===== src/rtl/sfo_pkg.sv =====
// package for the status flag set/clear execution block
package sfo_pkg;

    // ------------------------------------------------------------
    // status register bit positions
    // ------------------------------------------------------------
    localparam int unsigned SFO_BIT_C = 0;
    localparam int unsigned SFO_BIT_Z = 1;
    localparam int unsigned SFO_BIT_N = 2;
    localparam int unsigned SFO_BIT_V = 3;
    localparam int unsigned SFO_BIT_S = 4;
    localparam int unsigned SFO_BIT_H = 5;
    localparam int unsigned SFO_BIT_T = 6;
    localparam int unsigned SFO_BIT_I = 7;

    // ------------------------------------------------------------
    // widths and reset values
    // ------------------------------------------------------------
    localparam int unsigned SFO_DATA_W = 8;
    localparam int unsigned SFO_REG_W = 5;
    localparam int unsigned SFO_NUM_REGS = 32;
    localparam int unsigned SFO_BSEL_W = 3;
    localparam logic [7:0] SFO_STATUS_REGISTER_RST = 8'h00;
    localparam logic [7:0] SFO_REG_RST = 8'h00;

    // ------------------------------------------------------------
    // operation codes, one-hot
    // ------------------------------------------------------------
    typedef enum logic [15:0] {
        SFO_OP_NONE       = 16'h0001,
        SFO_OP_BIT_LOAD   = 16'h0002,
        SFO_OP_BIT_STORE  = 16'h0004,
        SFO_OP_SET_C      = 16'h0008,
        SFO_OP_CLR_C      = 16'h0010,
        SFO_OP_SET_N      = 16'h0020,
        SFO_OP_CLR_N      = 16'h0040,
        SFO_OP_SET_Z      = 16'h0080,
        SFO_OP_CLR_Z      = 16'h0100,
        SFO_OP_IRQ_EN     = 16'h0200,
        SFO_OP_IRQ_DIS    = 16'h0400,
        SFO_OP_SET_S      = 16'h0800,
        SFO_OP_CLR_S      = 16'h1000,
        SFO_OP_SET_V      = 16'h2000,
        SFO_OP_CLR_V      = 16'h4000
    } sfo_op_t;

    // decoded instruction as handed over by the decoder
    typedef struct packed {
        logic valid;
        sfo_op_t op;
        logic [4:0] reg_sel;
        logic [2:0] bit_sel;
    } sfo_instr_t;

    // register file write request
    typedef struct packed {
        logic we;
        logic [4:0] addr;
        logic [7:0] data;
    } sfo_rf_wr_t;

endpackage : sfo_pkg


===== src/rtl/sfo_exec.sv =====
// execute logic for status flag set/clear and transfer bit operations
// ------------------------------------------------------------
// Functional notes
// RULE1: bit load copies transfer flag into Rd bit
// RULE2: carry set or cleared, one cycle
// RULE3: negative set or cleared, one cycle
// RULE4: zero set or cleared, one cycle
// RULE5: global interrupt enable set or cleared
// RULE6: signed test flag set or cleared
// RULE7: overflow flag set or cleared, one cycle
// RULE8: bit store copies Rr bit into transfer
// RULE9: other state untouched; result visible next instruction
// ------------------------------------------------------------
`timescale 1ns/1ps
`default_nettype none

module sfo_exec
(
    // clock and reset
    input wire logic clk,
    input wire logic reset,
    input wire logic clk_en,
    // decoded instruction, one per cycle
    input wire sfo_pkg::sfo_instr_t instr,
    // external status register load from other execute units
    input wire logic status_register_load,
    input wire logic [7:0] status_register_load_val,
    // external register file write from other execute units
    input wire sfo_pkg::sfo_rf_wr_t rf_ext_wr,
    // debug read of the register file
    input wire logic [4:0] dbg_addr,
    output logic [7:0] dbg_data,
    // status register view
    output logic [7:0] status_register,
    output logic irq_global_en,
    output logic done
);

    // ------------------------------------------------------------
    // state
    // ------------------------------------------------------------
    logic [7:0] status_register_q;
    logic [7:0] status_register_d;
    logic done_q;
    logic done_d;
    logic [7:0] rd_val;
    logic [4:0] rd_addr;
    sfo_pkg::sfo_rf_wr_t rf_wr;
    logic [7:0] dbg_q;
    logic [7:0] dbg_d;
    // decode strobes and the merged bit load word
    logic op_bit_load;
    logic op_bit_store;
    logic op_known;
    logic [7:0] load_data;

    // ------------------------------------------------------------
    // operation decode
    // ------------------------------------------------------------
    // one strobe per class of op; a refused code raises none of them
    always_comb
    begin
        op_bit_load = 1'b0;
        op_bit_store = 1'b0;
        op_known = 1'b0;
        case (instr.op)
            sfo_pkg::SFO_OP_BIT_LOAD:
            begin
                op_bit_load = instr.valid; // see RULE1
                op_known = 1'b1;
            end
            sfo_pkg::SFO_OP_BIT_STORE:
            begin
                op_bit_store = instr.valid; // see RULE8
                op_known = 1'b1;
            end
            sfo_pkg::SFO_OP_SET_C,
            sfo_pkg::SFO_OP_CLR_C,
            sfo_pkg::SFO_OP_SET_N,
            sfo_pkg::SFO_OP_CLR_N,
            sfo_pkg::SFO_OP_SET_Z,
            sfo_pkg::SFO_OP_CLR_Z,
            sfo_pkg::SFO_OP_IRQ_EN,
            sfo_pkg::SFO_OP_IRQ_DIS,
            sfo_pkg::SFO_OP_SET_S,
            sfo_pkg::SFO_OP_CLR_S,
            sfo_pkg::SFO_OP_SET_V,
            sfo_pkg::SFO_OP_CLR_V:
            begin
                op_known = 1'b1;
            end
            default:
            begin
                op_known = 1'b0; // the empty op and unknown codes are refused
            end
        endcase
    end

    // the register file read port is shared: a bit op owns it, else debug
    assign rd_addr = (op_bit_load || op_bit_store) ? instr.reg_sel : dbg_addr;

    sfo_regfile u_regfile
    (
        .clk(clk),
        .reset(reset),
        .clk_en(clk_en),
        .rd_addr(rd_addr),
        .rd_data(rd_val),
        .wr(rf_wr)
    );

    // ------------------------------------------------------------
    // status register next value
    // ------------------------------------------------------------
    // each flag set/clear op and bit store touches exactly one bit; others carry through unchanged
    always_comb
    begin
        status_register_d = status_register_q;
        if (status_register_load)
        begin
            status_register_d = status_register_load_val;
        end
        if (instr.valid)
        begin
            case (instr.op)
                sfo_pkg::SFO_OP_SET_C: status_register_d[sfo_pkg::SFO_BIT_C] = 1'b1; // see RULE2
                sfo_pkg::SFO_OP_CLR_C: status_register_d[sfo_pkg::SFO_BIT_C] = 1'b0; // see RULE2
                sfo_pkg::SFO_OP_SET_N: status_register_d[sfo_pkg::SFO_BIT_N] = 1'b1; // see RULE3
                sfo_pkg::SFO_OP_CLR_N: status_register_d[sfo_pkg::SFO_BIT_N] = 1'b0; // see RULE3
                sfo_pkg::SFO_OP_SET_Z: status_register_d[sfo_pkg::SFO_BIT_Z] = 1'b1; // see RULE4
                sfo_pkg::SFO_OP_CLR_Z: status_register_d[sfo_pkg::SFO_BIT_Z] = 1'b0; // see RULE4
                sfo_pkg::SFO_OP_IRQ_EN: status_register_d[sfo_pkg::SFO_BIT_I] = 1'b1; // see RULE5
                sfo_pkg::SFO_OP_IRQ_DIS: status_register_d[sfo_pkg::SFO_BIT_I] = 1'b0; // see RULE5
                sfo_pkg::SFO_OP_SET_S: status_register_d[sfo_pkg::SFO_BIT_S] = 1'b1; // see RULE6
                sfo_pkg::SFO_OP_CLR_S: status_register_d[sfo_pkg::SFO_BIT_S] = 1'b0; // see RULE6
                sfo_pkg::SFO_OP_SET_V: status_register_d[sfo_pkg::SFO_BIT_V] = 1'b1; // see RULE7
                sfo_pkg::SFO_OP_CLR_V: status_register_d[sfo_pkg::SFO_BIT_V] = 1'b0; // see RULE7
                sfo_pkg::SFO_OP_BIT_STORE:
                begin
                    status_register_d[sfo_pkg::SFO_BIT_T] = rd_val[instr.bit_sel]; // see RULE8
                end
                sfo_pkg::SFO_OP_BIT_LOAD: status_register_d = status_register_d; // flags untouched, see RULE1
                default: status_register_d = status_register_d; // refused code, flags untouched
            endcase
        end
    end

    // ------------------------------------------------------------
    // completion pulse
    // ------------------------------------------------------------
    // idle slots and refused codes give no pulse
    always_comb
    begin
        done_d = instr.valid && op_known;
    end

    // ------------------------------------------------------------
    // register file write path
    // ------------------------------------------------------------
    // own write wins over an external one in the same cycle; the decoder
    // never issues both, so this only defines the corner
    always_comb
    begin
        rf_wr = rf_ext_wr;
        if (op_bit_load)
        begin
            rf_wr.we = 1'b1;
            rf_wr.addr = instr.reg_sel;
            rf_wr.data = load_data; // see RULE1
        end
    end

    // ------------------------------------------------------------
    // bit load merge
    // ------------------------------------------------------------
    // every bit keeps its old value except the selected one, which takes T
    generate
        for (genvar g = 0; g < sfo_pkg::SFO_DATA_W; g++)
        begin : g_load_bit
            assign load_data[g] = (int'(instr.bit_sel) == g) ?
                status_register_q[sfo_pkg::SFO_BIT_T] : rd_val[g]; // see RULE1
        end
    endgenerate

    // debug data registered so the output comes from a flip-flop
    always_comb
    begin
        dbg_d = rd_val;
    end

    // ------------------------------------------------------------
    // registers
    // ------------------------------------------------------------
    // flag lands at the edge, so the next instruction sees it, see RULE9
    always_ff @(posedge clk or posedge reset)
    begin
        if (reset)
        begin
            status_register_q <= sfo_pkg::SFO_STATUS_REGISTER_RST;
            done_q <= 1'b0;
            dbg_q <= sfo_pkg::SFO_REG_RST;
        end
        else if (clk_en)
        begin
            status_register_q <= status_register_d;
            done_q <= done_d;
            dbg_q <= dbg_d;
        end
    end

    // ------------------------------------------------------------
    // outputs
    // ------------------------------------------------------------
    // every output is a flop or a bit of one
    assign status_register = status_register_q;
    assign irq_global_en = status_register_q[sfo_pkg::SFO_BIT_I];
    assign done = done_q;
    assign dbg_data = dbg_q;

endmodule : sfo_exec

`default_nettype wire


===== src/rtl/sfo_regfile.sv =====
// working register file with one read port and one write port
`timescale 1ns/1ps
`default_nettype none

module sfo_regfile
(
    // clock and reset
    input wire logic clk,
    input wire logic reset,
    input wire logic clk_en,
    // read port
    input wire logic [4:0] rd_addr,
    output logic [7:0] rd_data,
    // write port
    input wire sfo_pkg::sfo_rf_wr_t wr
);

    // ------------------------------------------------------------
    // storage
    // ------------------------------------------------------------
    logic [7:0] regs_q [sfo_pkg::SFO_NUM_REGS];
    logic [7:0] regs_d [sfo_pkg::SFO_NUM_REGS];

    // next value per entry, one write port
    always_comb
    begin
        for (int i = 0; i < sfo_pkg::SFO_NUM_REGS; i++)
        begin
            regs_d[i] = regs_q[i];
        end
        if (wr.we)
        begin
            regs_d[wr.addr] = wr.data;
        end
    end

    // registers frozen while clock enable is low
    generate
        for (genvar g = 0; g < sfo_pkg::SFO_NUM_REGS; g++)
        begin : g_entry
            always_ff @(posedge clk or posedge reset)
            begin
                if (reset)
                begin
                    regs_q[g] <= sfo_pkg::SFO_REG_RST;
                end
                else if (clk_en)
                begin
                    regs_q[g] <= regs_d[g];
                end
            end
        end
    endgenerate

    // read is combinational; bypass not needed as a write lands next edge
    assign rd_data = regs_q[rd_addr];

endmodule : sfo_regfile

`default_nettype wire


===== config.mk =====
export PLATFORM = sky130hd
export DESIGN_NAME = sfo_exec
export DESIGN_NICKNAME = d
export VERILOG_FILES = /design/src/rtl/sfo_pkg.sv /design/src/rtl/sfo_exec.sv /design/src/rtl/sfo_regfile.sv
export SDC_FILE = /design/constraint.sdc
export NUM_CORES = 1
export LEC_CHECK = 0
export ABC_AREA = 1
export BUFFER_PORTS_ARGS = -buffer_cell sky130_fd_sc_hd__clkbuf_2
export CAP_MARGIN = 10
export CORE_MARGIN = 2
export CORE_UTILIZATION = 55
export DETAILED_ROUTE_END_ITERATION = 6
export PLACE_DENSITY = 0.73
export SLEW_MARGIN = 20
export SYNTH_ARGS = -nofsm -noshare
export SYNTH_HDL_FRONTEND = slang
export SYNTH_SLANG_ARGS = --single-unit
export TNS_END_PERCENT = 100

===== constraint.sdc =====
create_clock -name clk -period 17.2 [get_ports clk]
set_clock_uncertainty 0.2 [all_clocks]
set_input_delay 3.44 -clock clk [delete_from_list [all_inputs] [get_ports clk]]
set_output_delay 3.44 -clock clk [all_outputs]
set_load 0.005 [all_outputs]

==> out/summary.txt <==
nets@finish = 1957
number of buffers inserted by port buffering = 73
warning count from the yosys run = 0
number of hold buffers added after CTS = 0
busiest layer in global routing = met2
post-CTS setup-driven buffer insertion count = 0
filler cell count = 2346
proportion of synthesized chip area in sequential cells = 47.7%
Ports = 74
number of buffers between clock root and the deepest sink = 3
width of the die = 165 µm
final antenna-violating net count = 0
worst-case register-to-register setup slack = 14.33 ns
register bit total from synthesis = 273
GRT met3 Usage = 6.02%
final hold slack = 0.289 ns
Pwr per Cell Area = 113 nW/µm²
clock edge transition at the registers on the reported setup and hold paths = 0.06 ns
TritonCTS clock tree = built
Placement Rows = 59
number of non-filler instances in the completed layout = 2257
final worst-path cycle share = 48.5%
Hold Path Class = register to register
total track usage = 31.7%
cell count after placement = 2205
router iterations before antenna repair = 5
detailed placer's ending HPWL = 25.9 mm
number of library cell types mapped by synthesis = 32
switching part of the total power = 28.8%
area added between synthesis and finish = 8.19%
share of total power in sequential cells = 45.6%
Slew Limit Headroom = 23.9%
pin count of the biggest net entering global routing = 119
post-route standard cell area excluding fillers = 15500 µm²
static leakage power = 7.47 nW
number of design rule violations left after detail routing = 0
number of global-route vias before repair = 12349
Pwr Total = 1.76 mW
CTS Buf Count = 29
grt ovf = 0
total length of routed wires = 41.7 mm
DIE AREA = 27400 µm²
vias per inst = 5.63
total core area = 25800 µm²
highest attainable clock frequency = 120 MHz
internal power consumption = 1.25 mW
endpoint arrival time on the critical path = 8.54 ns
accumulated negative setup slack = 0 ns
worst path setup slack after routing = 8.85 ns
number of hold-slack violations in the final timing report = 0
area after detailed placement = 14500 µm²
Wirelength per Cell = 18.5 µm
met2 GRT Util = 50.4%
Post-Syn Area = 14300 µm²
Final min period = 8.35 ns
required time of the worst setup path = 17.40 ns
floorplan die height = 165 µm
source of the worst hold timing path = dbg_data[6]
Max-Cap Viols = 0
cell at the root of the clock tree = clkbuf_16
final-report max-slew violation count = 0
Starting DRT DRC Count = 1289
share of power burned in combinational logic = 18.2%
# clock sinks = 273
maximum fanout along the worst path = 84
initial antenna violation count = 0
status = finished, final reports clean
syn_nets = 1954
worst vdd ir = 84.7 µV
number of levels the H-tree was split into = 1
Critical Path Sink Type = register
fraction of layout cells with a size suffix above 1 = 9.94%
gp weighted congestion = 0.914
setup repair after global routing missed its margin = no
final cell utilization of the core = 60.0%
Clock Latency Late Sink = 0.56 ns
wire length of the first global-routing pass = 67.0 mm
final setup violating endpoints = 0
pre-CTS worst setup slack = 8.55 ns
endpoint of the most critical register-to-register path = u_regfile.regs_q[119]
initial core utilization = 55.5%
transition time at the pin with the least slew margin = 1.14 ns
origin of the critical flop-to-flop path = u_regfile.regs_q[119]
critical path class = input port to register
kind of launch point of the worst setup path = input port
sink of the worst hold path = dbg_data[6]
hold path cells = 2
diode insertion count for antenna repair = 0
instance count of the mapped netlist = 1898
Clock power frac = 36.2%
total number of vias = 12697
net switching power = 0.506 mW
Gates resized, CTS repair = 0
mean instance size in the synthesized netlist = 7.55 µm²
met1 usage in global routing = 43.2%
depth of the worst register-to-register path = 12
flip-flops by register name, summed over array words and instances, names as in the netlist:
register,count
status_register,8
u_regfile.regs_q,256
done,1
dbg_data,8
power groups by stage:
stage	Combinational, mW	Sequential, mW	Clock [mW]
final	0.319	0.801	0.636
after global routing	0.364	0.812	0.664
after global placement	0.305	0.806	0
after CTS	0.316	0.800	0.641
after floorplan	0.238	0.802	0
after detailed placement	0.313	0.810	0
metal layers:
metal | share of wire [%] | routed length, µm | up-vias
li1 | - | - | 6082
met1 | 41 | 17100 | 5892
met2 | 46 | 19200 | 606
met3 | 9.1 | 3780 | 117
met4 | 3.7 | 1540 | 0
met5 | 0 | 0 | -
cells by family (layout without fill, tap and decap cells):
logic type	after synthesis	count (layout)	share of synthesized area [%]
and+or+nand+nor	900	900	27.1
muxes	7	7	0.550
buffers and inverters	390	414	12.4
DFF	273	273	47.7
AOI/OAI and AO/OA	328	328	12.3
synth_stat cells:
cell type / instances / area share [%]
a21oi_1: 5 / 0.17
a22o_2: 3 / 0.21
a31oi_1: 11 / 0.48
buf_2: 51 / 1.8
buf_4: 21 / 1.1
buf_6: 22 / 1.7
clkbuf_1: 20 / 0.52
clkinv_1: 2 / 0.052
dfrtp_1: 273 / 48
inv_1: 271 / 7.1
inv_2: 3 / 0.079
mux2_2: 7 / 0.55
nand2_1: 529 / 14
nand2_2: 8 / 0.35
nand2_4: 2 / 0.16
nand3_1: 276 / 9.6
nand3_2: 3 / 0.21
nand3_4: 1 / 0.12
nand4_1: 6 / 0.26
nor2_1: 61 / 1.6
nor2_2: 5 / 0.22
nor2_4: 1 / 0.079
nor3_1: 1 / 0.035
nor4_1: 4 / 0.17
nor4_4: 3 / 0.45
o2111ai_1: 1 / 0.061
o211ai_1: 18 / 0.94
o21ai_0: 96 / 3.4
o21ai_1: 186 / 6.5
o21ai_2: 5 / 0.31
o21ai_4: 2 / 0.23
o31ai_1: 1 / 0.052
how the worst max path moves through the flow:
stage | start | to | slack, ns | cells past startpoint
finish | instr[13] | u_regfile.regs_q[119] | 8.85 | 21
global route | instr[12] | u_regfile.regs_q[119] | 8.55 | 21
CTS | instr[23] | u_regfile.regs_q[119] | 9.01 | 21
detailed placement | instr[23] | u_regfile.regs_q[7] | 8.55 | 21
global placement | instr[13] | u_regfile.regs_q[143] | 8.65 | 21
floorplan | reset | dbg_data[0] | 6.04 | 1
worst max-delay path, stage by stage:
cell,delay [ns]
clkbuf_2,0.10
nor2_1,0.15
nand2_1,0.13
nor2_1,0.19
nand3_2,0.34
nand2_2,0.24
nand2_2,0.05
buf_4,0.28
nand2_4,0.63
buf_4,0.80
nand2_1,0.10
nand3_1,0.13
nand3_1,0.11
nand3_1,0.15
nand3_1,0.09
nand2_1,0.16
o21ai_1,0.09
nand3_1,0.13
nand2_1,0.70
nand2_1,0.29
o21ai_0,0.14
layout make-up:
cell class | count | area, µm² | area share [%]
Timing Repair Buffer | 86 | 467 | 3.01
Sequential cell | 273 | 6830 | 44.1
Clock buffer | 44 | 872 | 5.62
Tap cell | 335 | 419 | 2.70
Multi-Input combinational cell | 1235 | 5780 | 37.3
Clock inverter | 8 | 92.6 | 0.597
Inverter | 276 | 1040 | 6.73
cells in the final DEF (no fill, tap or decap), drive strengths merged, types with 2 or more instances in the layout:
cell type	instances
nand2	539
o21ai	289
nand3	280
inv	274
dfrtp	273
clkbuf	117
nor2	67
o211ai	18
buf	13
a31oi	11
mux2	7
clkinv	7
nor4	7
nand4	6
a21oi	5
a22o	3
bufinv	2
No activity file was read; power rests on OpenSTA's default activity.
